<file path="src/design/ugc_pkg.sv">
// Package for the USB global control bits: register layout, reset values, timing.
// Assumes a 100 MHz controller clock shared by both ends.
package ugc_pkg;
  // Bit positions within the 8-bit global control register.
  localparam int CTL_ENABLE_BIT = 7;
  localparam int CTL_SUSP_CLK_BIT = 6;
  localparam int CTL_RWU_SEND_BIT = 5;
  localparam int CTL_DETACH_BIT = 4;
  localparam int CTL_UP_RESUME_BIT = 3;
  localparam int CTL_RWU_ENABLE_BIT = 2;
  localparam int CTL_CONFIGURED_BIT = 1;
  localparam int CTL_ADDR_EN_BIT = 0;
  // Value of the control register after reset.
  localparam logic [7:0] CTL_RESET = 8'h00;
  // Bits that firmware may write; resume status is read only.
  localparam logic [7:0] CTL_WRITE_MASK = 8'hf7;
  // Default function address used before the address is enabled.
  localparam logic [6:0] DEFAULT_ADDR = 7'h00;
  localparam logic [6:0] ADDR_RESET = 7'h00;
  // Clock rate and the least suspend time before resume may be sent.
  localparam int CLK_HZ = 100_000_000;
  localparam int SUSPEND_MIN_US = 5000;
  localparam int SUSPEND_MIN_CYC = (CLK_HZ / 1_000_000) * SUSPEND_MIN_US;
  // Bus reset is an SE0 of about 2.7 us; the least time rounds up to cycles.
  localparam int BUS_RESET_NS = 2700;
  localparam int BUS_RESET_CYC = (BUS_RESET_NS * (CLK_HZ / 1_000_000) + 999) / 1000;
  // Length of the upstream resume signalling driven by the device.
  localparam int RESUME_DRIVE_CYC = 16;
  localparam int CNT_W = 24;
endpackage

</file>
<file path="src/design/ugc_if.sv">
// Interface joining firmware end and device end of the USB global control bits.
// Assumes both ends share ref_clk_i; line inputs come from an outside pin model.
`timescale 1ns/1ps
`default_nettype none
interface ugc_if;
  // Firmware write strobe with data, and readback of the register.
  logic wr_en;
  logic [7:0] wr_data;
  logic [7:0] rd_data;
  // Wake flag and its clear strobe.
  logic wake_cpu;
  logic wake_clr;
  // Programmed function address.
  logic [6:0] prog_addr;
  modport dev (input wr_en, input wr_data, output rd_data, output wake_cpu,
    input wake_clr, input prog_addr);
  modport fw (output wr_en, output wr_data, input rd_data, input wake_cpu,
    output wake_clr, output prog_addr);
endinterface
`default_nettype wire

</file>
<file path="src/design/ugc_device.sv">
// Device end: holds the global control register and sequences suspend, resume,
// detach and bus reset. Assumes line state inputs arrive from pins, unsynchronised.
// Operation
// - Wake-send bit raises internal wake request
// - Resume only when enabled, clocked, suspended 5ms
// - Detach floats pull-up, else drive 3.3V
// - Resume status set on send while enabled
// - Resume status clears after resume signalling ends
// - Firmware sets configured after nonzero configuration
// - Firmware clears configured on zero configuration
// - Configured cleared by reset and bus reset
// - Firmware sets address enable after set-address
// - Address enable cleared only by resets
// - Default address used while address disabled
// - Enable low resets controller, transceiver, clocks
// - Host resume while suspended sets wake flag
`timescale 1ns/1ps
`default_nettype none
module ugc_device
  import ugc_pkg::*;
(
  input wire logic ref_clk_i,
  input wire logic rst_i,
  ugc_if.dev bus,
  input wire logic line_se0_i,
  input wire logic line_idle_i,
  output logic vref_o,
  output logic vref_oe_o,
  output logic ctrl_clk_en_o,
  output logic xcvr_en_o,
  output logic ctrl_rst_o,
  output logic wake_req_o,
  output logic resume_drive_o,
  output logic [6:0] func_addr_o
);
  import ugc_pkg::*;

  typedef enum logic [1:0] {RS_IDLE, RS_DRIVE, RS_DONE} ugc_rs_t;

  logic [1:0] se0_sync_ff;
  logic [1:0] idle_sync_ff;
  logic [7:0] ctl_ff, nxt_ctl;
  logic [CNT_W-1:0] susp_cnt_ff, nxt_susp_cnt;
  logic [CNT_W-1:0] se0_cnt_ff, nxt_se0_cnt;
  logic [CNT_W-1:0] drv_cnt_ff, nxt_drv_cnt;
  ugc_rs_t rs_ff, nxt_rs;
  logic wake_ff, nxt_wake;
  logic bus_rst_ff, nxt_bus_rst;
  logic vref_ff, nxt_vref;
  logic clk_en_ff, nxt_clk_en;
  logic xcvr_ff, nxt_xcvr;
  logic crst_ff, nxt_crst;
  logic wreq_ff, nxt_wreq;
  logic drv_ff, nxt_drv;
  logic [6:0] addr_ff, nxt_addr;
  logic suspended;
  logic resume_ok;

  // Two-flop synchronisers for the line state pins.
  always_ff @(posedge ref_clk_i or posedge rst_i) begin
    if (rst_i) begin
      se0_sync_ff <= 2'h0;
      idle_sync_ff <= 2'h0;
    end else begin
      se0_sync_ff <= {se0_sync_ff[0], line_se0_i};
      idle_sync_ff <= {idle_sync_ff[0], line_idle_i};
    end
  end

  // Suspend is a long idle; bus reset is a long SE0.
  assign suspended = (susp_cnt_ff >= CNT_W'(SUSPEND_MIN_CYC));
  assign resume_ok = ctl_ff[CTL_RWU_ENABLE_BIT] && !ctl_ff[CTL_SUSP_CLK_BIT]
    && ctl_ff[CTL_ENABLE_BIT] && suspended;

  // Next-state logic for the register, counters and resume sequencer.
  always_comb begin
    nxt_ctl = ctl_ff;
    nxt_susp_cnt = susp_cnt_ff;
    nxt_se0_cnt = se0_cnt_ff;
    nxt_drv_cnt = drv_cnt_ff;
    nxt_rs = rs_ff;
    nxt_wake = wake_ff;
    nxt_bus_rst = 1'b0;
    // Idle time counts even with the clock gated, so resume detect stays live.
    if (idle_sync_ff[1] && !drv_ff) begin
      if (!suspended) begin
        nxt_susp_cnt = susp_cnt_ff + CNT_W'(1);
      end
    end else begin
      nxt_susp_cnt = '0;
    end
    if (se0_sync_ff[1]) begin
      if (se0_cnt_ff < CNT_W'(BUS_RESET_CYC)) begin
        nxt_se0_cnt = se0_cnt_ff + CNT_W'(1);
      end
    end else begin
      nxt_se0_cnt = '0;
    end
    if (se0_cnt_ff == CNT_W'(BUS_RESET_CYC - 1)) begin
      nxt_bus_rst = 1'b1;
    end
    // Firmware write; the resume status bit is kept by hardware.
    if (bus.wr_en) begin
      nxt_ctl = (bus.wr_data & CTL_WRITE_MASK) | (ctl_ff & ~CTL_WRITE_MASK);
    end
    // Resume sequencer.
    case (rs_ff)
      RS_IDLE: begin
        if (ctl_ff[CTL_RWU_SEND_BIT] && ctl_ff[CTL_RWU_ENABLE_BIT]) begin
          nxt_ctl[CTL_UP_RESUME_BIT] = 1'b1;
          if (resume_ok) begin
            nxt_rs = RS_DRIVE;
            nxt_drv_cnt = '0;
          end
        end
      end
      RS_DRIVE: begin
        nxt_ctl[CTL_UP_RESUME_BIT] = 1'b1;
        nxt_drv_cnt = drv_cnt_ff + CNT_W'(1);
        if (drv_cnt_ff == CNT_W'(RESUME_DRIVE_CYC - 1)) begin
          nxt_rs = RS_DONE;
        end
      end
      RS_DONE: begin
        nxt_ctl[CTL_UP_RESUME_BIT] = 1'b0;
        if (!ctl_ff[CTL_RWU_SEND_BIT]) begin
          nxt_rs = RS_IDLE;
        end
      end
      default: nxt_rs = RS_IDLE;
    endcase
    // Host non-idle signal while suspended wakes the CPU; set beats clear.
    if (bus.wake_clr) begin
      nxt_wake = 1'b0;
    end
    if (suspended && !idle_sync_ff[1] && rs_ff == RS_IDLE) begin
      nxt_wake = 1'b1;
    end
    // Bus reset clears configured and address enable flags.
    if (bus_rst_ff) begin
      nxt_ctl[CTL_CONFIGURED_BIT] = 1'b0;
      nxt_ctl[CTL_ADDR_EN_BIT] = 1'b0;
    end
    // Disabling the controller idles the resume sequencer and clears resume status.
    if (!ctl_ff[CTL_ENABLE_BIT]) begin
      nxt_rs = RS_IDLE;
      nxt_ctl[CTL_UP_RESUME_BIT] = 1'b0;
    end
  end

  // Next values of the outputs.
  always_comb begin
    nxt_vref = !ctl_ff[CTL_DETACH_BIT];
    nxt_clk_en = ctl_ff[CTL_ENABLE_BIT] && !ctl_ff[CTL_SUSP_CLK_BIT];
    nxt_xcvr = ctl_ff[CTL_ENABLE_BIT];
    nxt_crst = !ctl_ff[CTL_ENABLE_BIT];
    nxt_wreq = ctl_ff[CTL_RWU_SEND_BIT];
    nxt_drv = (rs_ff == RS_DRIVE);
    nxt_addr = ctl_ff[CTL_ADDR_EN_BIT] ? bus.prog_addr : DEFAULT_ADDR;
  end

  // Register stage.
  always_ff @(posedge ref_clk_i or posedge rst_i) begin
    if (rst_i) begin
      ctl_ff <= CTL_RESET;
      susp_cnt_ff <= '0;
      se0_cnt_ff <= '0;
      drv_cnt_ff <= '0;
      rs_ff <= RS_IDLE;
      wake_ff <= 1'b0;
      bus_rst_ff <= 1'b0;
      vref_ff <= 1'b1;
      clk_en_ff <= 1'b0;
      xcvr_ff <= 1'b0;
      crst_ff <= 1'b1;
      wreq_ff <= 1'b0;
      drv_ff <= 1'b0;
      addr_ff <= ADDR_RESET;
    end else begin
      ctl_ff <= nxt_ctl;
      susp_cnt_ff <= nxt_susp_cnt;
      se0_cnt_ff <= nxt_se0_cnt;
      drv_cnt_ff <= nxt_drv_cnt;
      rs_ff <= nxt_rs;
      wake_ff <= nxt_wake;
      bus_rst_ff <= nxt_bus_rst;
      vref_ff <= nxt_vref;
      clk_en_ff <= nxt_clk_en;
      xcvr_ff <= nxt_xcvr;
      crst_ff <= nxt_crst;
      wreq_ff <= nxt_wreq;
      drv_ff <= nxt_drv;
      addr_ff <= nxt_addr;
    end
  end

  // Outputs other than vref_o come straight from flip-flops; vref level is a constant 1, enable low floats it.
  assign bus.rd_data = ctl_ff;
  assign bus.wake_cpu = wake_ff;
  assign vref_o = 1'b1;
  assign vref_oe_o = vref_ff;
  assign ctrl_clk_en_o = clk_en_ff;
  assign xcvr_en_o = xcvr_ff;
  assign ctrl_rst_o = crst_ff;
  assign wake_req_o = wreq_ff;
  assign resume_drive_o = drv_ff;
  assign func_addr_o = addr_ff;
endmodule
`default_nettype wire

</file>
<file path="src/flat_wrapper.sv">
// flat-port wrapper written by rule: the top's interface ports become plain ports
module ugc_device_flat import ugc_pkg::*;
  (ref_clk_i, rst_i, line_se0_i, line_idle_i, vref_o, vref_oe_o, ctrl_clk_en_o, xcvr_en_o, ctrl_rst_o, wake_req_o, resume_drive_o, func_addr_o, bus_wr_en, bus_wr_data, bus_rd_data, bus_wake_cpu, bus_wake_clr, bus_prog_addr);
  ugc_if bus_i ();
  input wire logic ref_clk_i;
  input wire logic rst_i;
  input wire logic line_se0_i;
  input wire logic line_idle_i;
  output logic vref_o;
  output logic vref_oe_o;
  output logic ctrl_clk_en_o;
  output logic xcvr_en_o;
  output logic ctrl_rst_o;
  output logic wake_req_o;
  output logic resume_drive_o;
  output logic [6:0] func_addr_o;
  input wire logic [$bits(bus_i.wr_en)-1:0] bus_wr_en;
  input wire logic [$bits(bus_i.wr_data)-1:0] bus_wr_data;
  output wire logic [$bits(bus_i.rd_data)-1:0] bus_rd_data;
  output wire logic [$bits(bus_i.wake_cpu)-1:0] bus_wake_cpu;
  input wire logic [$bits(bus_i.wake_clr)-1:0] bus_wake_clr;
  input wire logic [$bits(bus_i.prog_addr)-1:0] bus_prog_addr;
  assign bus_i.wr_en = bus_wr_en;
  assign bus_i.wr_data = bus_wr_data;
  assign bus_rd_data = bus_i.rd_data;
  assign bus_wake_cpu = bus_i.wake_cpu;
  assign bus_i.wake_clr = bus_wake_clr;
  assign bus_i.prog_addr = bus_prog_addr;
  ugc_device u_core (.ref_clk_i(ref_clk_i), .rst_i(rst_i), .bus(bus_i), .line_se0_i(line_se0_i), .line_idle_i(line_idle_i), .vref_o(vref_o), .vref_oe_o(vref_oe_o), .ctrl_clk_en_o(ctrl_clk_en_o), .xcvr_en_o(xcvr_en_o), .ctrl_rst_o(ctrl_rst_o), .wake_req_o(wake_req_o), .resume_drive_o(resume_drive_o), .func_addr_o(func_addr_o));
endmodule
</file>
<file path="config.mk">
export PLATFORM = sky130hd
export DESIGN_NAME = ugc_device_flat
export DESIGN_NICKNAME = d
export VERILOG_FILES = /design/src/design/ugc_pkg.sv /design/src/design/ugc_if.sv /design/src/design/ugc_device.sv /design/src/flat_wrapper.sv
export SDC_FILE = /design/constraint.sdc
export NUM_CORES = 1
export LEC_CHECK = 0
export BUFFER_PORTS_ARGS = -buffer_cell sky130_fd_sc_hd__buf_4
export CAP_MARGIN = 30
export CORE_ASPECT_RATIO = 1.1
export CORE_UTILIZATION = 42
export DETAILED_ROUTE_END_ITERATION = 16
export GPL_TIMING_DRIVEN = 1
export PLACE_DENSITY = 0.66
export SKIP_LAST_GASP = 1
export SLEW_MARGIN = 40
export SYNTH_ARGS = -nofsm -noshare
export SYNTH_HDL_FRONTEND = slang
export SYNTH_SLANG_ARGS = --single-unit
export TNS_END_PERCENT = 20
</file>
<file path="constraint.sdc">
create_clock -name ref_clk_i -period 8.96 [get_ports ref_clk_i]
set_input_delay 1.792 -clock ref_clk_i [delete_from_list [all_inputs] [get_ports ref_clk_i]]
set_output_delay 1.792 -clock ref_clk_i [all_outputs]
set_load 0.02 [all_outputs]
</file>
==> report_table.html <==
<table>
<tr><th>Metric</th><th>Value</th></tr>
<tr><th colspan="2">Outcome</th></tr>
<tr><td>Run status</td><td>finished clean</td></tr>
<tr><th colspan="2">Route</th></tr>
<tr><td>Drt via density</td><td>5.01</td></tr>
<tr><td>Count of unresolved DRC violations after routing</td><td>0</td></tr>
<tr><td>Initial DRC Count</td><td>109</td></tr>
<tr><td>Detailed Routing Iterations Pass 1</td><td>4</td></tr>
<tr><td>Total wire length after detailed routing</td><td>8310 um</td></tr>
<tr><td>Routed wirelength normalized by instance count</td><td>13.5 um</td></tr>
<tr><td>DRT antenna net count</td><td>0</td></tr>
<tr><td>Number of vias in the routed layout</td><td>3093</td></tr>
<tr><th colspan="2">CTS</th></tr>
<tr><td>Clock transition at the register clock pins on the worst setup and hold paths after CTS</td><td>0.07 ns</td></tr>
<tr><td>Number of levels in the clock H-tree</td><td>3</td></tr>
<tr><td>Root buffer cell</td><td>sky130_fd_sc_hd__clkbuf_16</td></tr>
<tr><td>Worst-skew pair later-pin latency</td><td>0.35 ns</td></tr>
<tr><td>Post-cts hold buffer count</td><td>0</td></tr>
<tr><td>CTS tree</td><td>built</td></tr>
<tr><td>Buffers from clock root to sink, at most</td><td>2</td></tr>
<tr><td>Post_cts resized</td><td>0</td></tr>
<tr><td>Post-CTS setup buffer count</td><td>0</td></tr>
<tr><td>Number of buffers created by CTS</td><td>9</td></tr>
<tr><td>TritonCTS Sinks</td><td>101</td></tr>
<tr><th colspan="2">Final layout</th></tr>
<tr><td>Post-route cell area</td><td>5250 sq um</td></tr>
<tr><td>Number of cells in the finished layout apart from fillers</td><td>617</td></tr>
<tr><td>Fillers</td><td>994</td></tr>
<tr><td>Number of nets at the end of the flow</td><td>495</td></tr>
<tr><td>Ratio of cells with drive above 1 in the final layout</td><td>16.5%</td></tr>
<tr><td>Syn-to-layout area delta</td><td>16.3%</td></tr>
<tr><td>Diodes inserted</td><td>0</td></tr>
<tr><th colspan="2">Floorplan</th></tr>
<tr><td>Die Wd</td><td>101 um</td></tr>
<tr><td>Die area</td><td>11200 sq um</td></tr>
<tr><td>Core Area</td><td>10400 sq um</td></tr>
<tr><td>Chip Height</td><td>111 um</td></tr>
<tr><td>Initial cell density of the core</td><td>43.2%</td></tr>
<tr><td>Number of rows created at floorplan</td><td>39</td></tr>
<tr><td>Number of primary I/O pins</td><td>44</td></tr>
<tr><th colspan="2">Power</th></tr>
<tr><td>Leakage power</td><td>2.37 nW</td></tr>
<tr><td>Power per Cell Area</td><td>173 nW/um^2</td></tr>
<tr><td>Worst IR drop on VDD</td><td>0.101 mV</td></tr>
<tr><th colspan="2">Synthesis</th></tr>
<tr><td>Post-synthesis instance total</td><td>429</td></tr>
<tr><td>Count of distinct cell types in the synthesized netlist</td><td>54</td></tr>
<tr><td>Most numerous cell in the Yosys netlist</td><td>sky130_fd_sc_hd__dfrtp_1</td></tr>
<tr><td>Yosys top cell by area</td><td>sky130_fd_sc_hd__dfrtp_1</td></tr>
<tr><td>Avg Cell Area, Syn</td><td>10.5 sq um</td></tr>
<tr><td>Primary flip-flop cell chosen by synthesis mapping</td><td>sky130_fd_sc_hd__dfrtp_1</td></tr>
<tr><td>Portion of synthesized cell area occupied by the leading cell type</td><td>54.9%</td></tr>
<tr><td>Most numerous cell types in the synthesized netlist</td><td>sky130_fd_sc_hd__dfrtp_1 (99), sky130_fd_sc_hd__nor2_1 (55), sky130_fd_sc_hd__and2_1 (35)</td></tr>
<tr><td>Post-synth EDFFs</td><td>0</td></tr>
<tr><td>Count of synthesis-stage warnings from yosys</td><td>0</td></tr>
<tr><td>Post-synth ARST share</td><td>100%</td></tr>
<tr><td>FF+latch count, synth</td><td>101</td></tr>
<tr><td>Synthesized Nets</td><td>455</td></tr>
<tr><td>Largest cells by area after synthesis</td><td>sky130_fd_sc_hd__dfrtp_1 (55%), sky130_fd_sc_hd__xnor2_1 (6.2%), sky130_fd_sc_hd__and2_1 (4.8%)</td></tr>
<tr><td>Netlist area before placement</td><td>4520 sq um</td></tr>
<tr><td>Sequential area share after synthesis</td><td>56.0%</td></tr>
<tr><th colspan="2">Place</th></tr>
<tr><td>HPWL after detailed placement</td><td>5680 um</td></tr>
<tr><td>Last weighted congestion value of the routability-driven placer</td><td>0.822</td></tr>
<tr><td># port buffers</td><td>41</td></tr>
<tr><td>Cell total after placement</td><td>601</td></tr>
<tr><td>Post-placement cell area</td><td>4950 sq um</td></tr>
<tr><th colspan="2">Worst hold path</th></tr>
<tr><td>Number of cells on the worst hold path</td><td>0</td></tr>
<tr><td>Hold/Removal Path Class</td><td>reg2reg</td></tr>
<tr><td>Hold path start</td><td>u_core.idle_sync_ff[0]</td></tr>
<tr><td>Terminating pin of the worst hold path</td><td>u_core.idle_sync_ff[1]</td></tr>
<tr><th colspan="2">Critical path</th></tr>
<tr><td>CP Max Fanout</td><td>1</td></tr>
<tr><td>Endpoint arrival time on the critical path</td><td>1.00 ns</td></tr>
<tr><td>Total buffers and inverters traversed by the critical path</td><td>1</td></tr>
<tr><td>Slowest Stage Delay on Critical Path</td><td>0.52 ns</td></tr>
<tr><td>Reg2Reg Launch Point</td><td>u_core.bus.rd_data[6]</td></tr>
<tr><td>Required time of the worst setup path</td><td>7.17 ns</td></tr>
<tr><td>Setup slack of the most critical reg-to-reg path</td><td>6.64 ns</td></tr>
<tr><td>Standard cell with the maximum stage delay on the critical path</td><td>sky130_fd_sc_hd__dfstp_2</td></tr>
<tr><td>Element type at the critical path end</td><td>output pin</td></tr>
<tr><td>Endpoint of the worst register-to-register path</td><td>u_core.drv_cnt_ff[23]</td></tr>
<tr><td>Crit-path leading delay family</td><td>flip-flops</td></tr>
<tr><td>Cell chain of the critical path</td><td>buf_4</td></tr>
<tr><td>Category of the most critical setup path</td><td>reg2out</td></tr>
<tr><td>R2R depth</td><td>6</td></tr>
<tr><td>Setup crit start kind</td><td>register</td></tr>
<tr><th colspan="2">Timing</th></tr>
<tr><td>Clock Skew</td><td>0.00821 ns</td></tr>
<tr><td>Final count of pins violating max slew</td><td>0</td></tr>
<tr><td>RSZ-0062 raised after global routing</td><td>false</td></tr>
<tr><td>Accumulated negative setup slack</td><td>0 ns</td></tr>
<tr><td>Crit path time final</td><td>2.79 ns</td></tr>
<tr><td>Transition time at the pin with the least slew margin</td><td>0.805 ns</td></tr>
<tr><td>Relative slew slack</td><td>46.3%</td></tr>
<tr><td>Highest achievable clock rate</td><td>0.359 GHz</td></tr>
<tr><td>Final period util</td><td>31.1%</td></tr>
<tr><td>Number of hold violations in the final report</td><td>0</td></tr>
<tr><td>Setup violation total in the final timing report</td><td>0</td></tr>
<tr><th colspan="2">GRT</th></tr>
<tr><td>Antenna violations before repair</td><td>0</td></tr>
<tr><td>Overall global routing resource usage</td><td>16.4%</td></tr>
<tr><td>Global-route wire length before repair</td><td>14500 um</td></tr>
<tr><td>Global route total overflow</td><td>0</td></tr>
<tr><td>Maximum number of pins on one net before global-route repair</td><td>63</td></tr>
<tr><td>Via count of the first global-routing pass</td><td>3042</td></tr>
<tr><th colspan="2">Job</th></tr>
<tr><td>Maxcap violations</td><td>0</td></tr>
</table>
## report_power, final
group	internal [mW]	leakage, nW	switching, mW
Clock	0.196	0.142	0.180
Combinational	0.0234	0.865	0.0317
Sequential	0.467	1.36	0.00927
## flip-flops by register name, summed over array words and instances (netlist names)
register / cells
u_core.bus.rd_data: 8
u_core.bus.wake_cpu: 1
u_core.bus_rst_ff: 1
u_core.ctrl_clk_en_o: 1
u_core.ctrl_rst_o: 1
u_core.drv_cnt_ff: 24
u_core.func_addr_o: 7
u_core.idle_sync_ff: 2
u_core.resume_drive_o: 1
u_core.rs_ff: 2
u_core.se0_cnt_ff: 24
u_core.se0_sync_ff: 2
u_core.susp_cnt_ff: 24
u_core.vref_oe_o: 1
u_core.wake_req_o: 1
u_core.xcvr_en_o: 1
## worst max-delay path by stage
| stage | startpoint | end | slack [ns] | cells after the start |
|---|---|---|---|---|
| 2_1_floorplan | rst_i | u_core.bus.rd_data[0] | 4.52 | 1 |
| 3_3_place_gp | rst_i | u_core.se0_cnt_ff[16] | 5.91 | 3 |
| 3_5_place_dp | rst_i | u_core.se0_cnt_ff[12] | 5.87 | 3 |
| 4_1_cts | u_core.vref_oe_o | vref_oe_o | 6.16 | 1 |
| 5_1_grt | u_core.bus.rd_data[0] | bus_rd_data[0] | 6.11 | 1 |
| 6_report | u_core.ctrl_rst_o | ctrl_rst_o | 6.17 | 1 |
## layout by cell type (no fill, tap or decap), types with 14 or more instances in the layout
cell	n
sky130_fd_sc_hd__a21oi_1	16
sky130_fd_sc_hd__and2_1	35
sky130_fd_sc_hd__buf_4	41
sky130_fd_sc_hd__dfrtp_1	99
sky130_fd_sc_hd__nand2_1	25
sky130_fd_sc_hd__nand3_1	19
sky130_fd_sc_hd__nor2_1	55
sky130_fd_sc_hd__nor4_1	14
sky130_fd_sc_hd__xnor2_1	32
## per-layer routing
layer  up-vias  part of all wire [%]  routed length [um]  GRT usage, %
met5         -                     0                   0             0
met1      1492                    48                3950          22.2
met3         4                   3.4                 283          3.78
met2        46                    48                4000          25.7
li1       1551                     -                   -             -
met4         0                  0.90                  75          6.09
## logic make-up after synthesis
logic type	after synthesis	synth area share, %
buffers and inverters	27	2.44
multiplexers	8	1.88
AND/OR/NAND/NOR	199	23.0
XOR/XNOR	38	7.37
flip-flops	101	56.0
AO/OA/AOI/OAI	50	7.79
adder cells (fa/ha/maj)	5	1.39
other	1	0.0830
## through the flow
step	hold WS, ns	utilization (%)	power (mW)	worst slack (ns)
6_report	0.352	50.3	0.908	6.17
5_1_grt	0.363	50.3	0.946	6.11
4_1_cts	0.355	50.3	0.922	6.16
3_5_place_dp	0.338	47.4	0.542	5.87
3_3_place_gp	0.334	47.4	0.540	5.91
2_1_floorplan	0.331	-	0.515	4.52
## final cells by class
class                   instances  area (sq um)  share of cell area, %
well taps                     143           179                   3.41
clock buffers                   9           225                   4.29
inverters                      14          55.1                   1.05
multi-input cells             301          1880                   35.7
flip-flops and latches        101          2530                   48.2
repair buffers                 42           319                   6.08
clock inverters                 7          67.6                   1.29
Note: power is estimated with default switching activity, not from simulation.
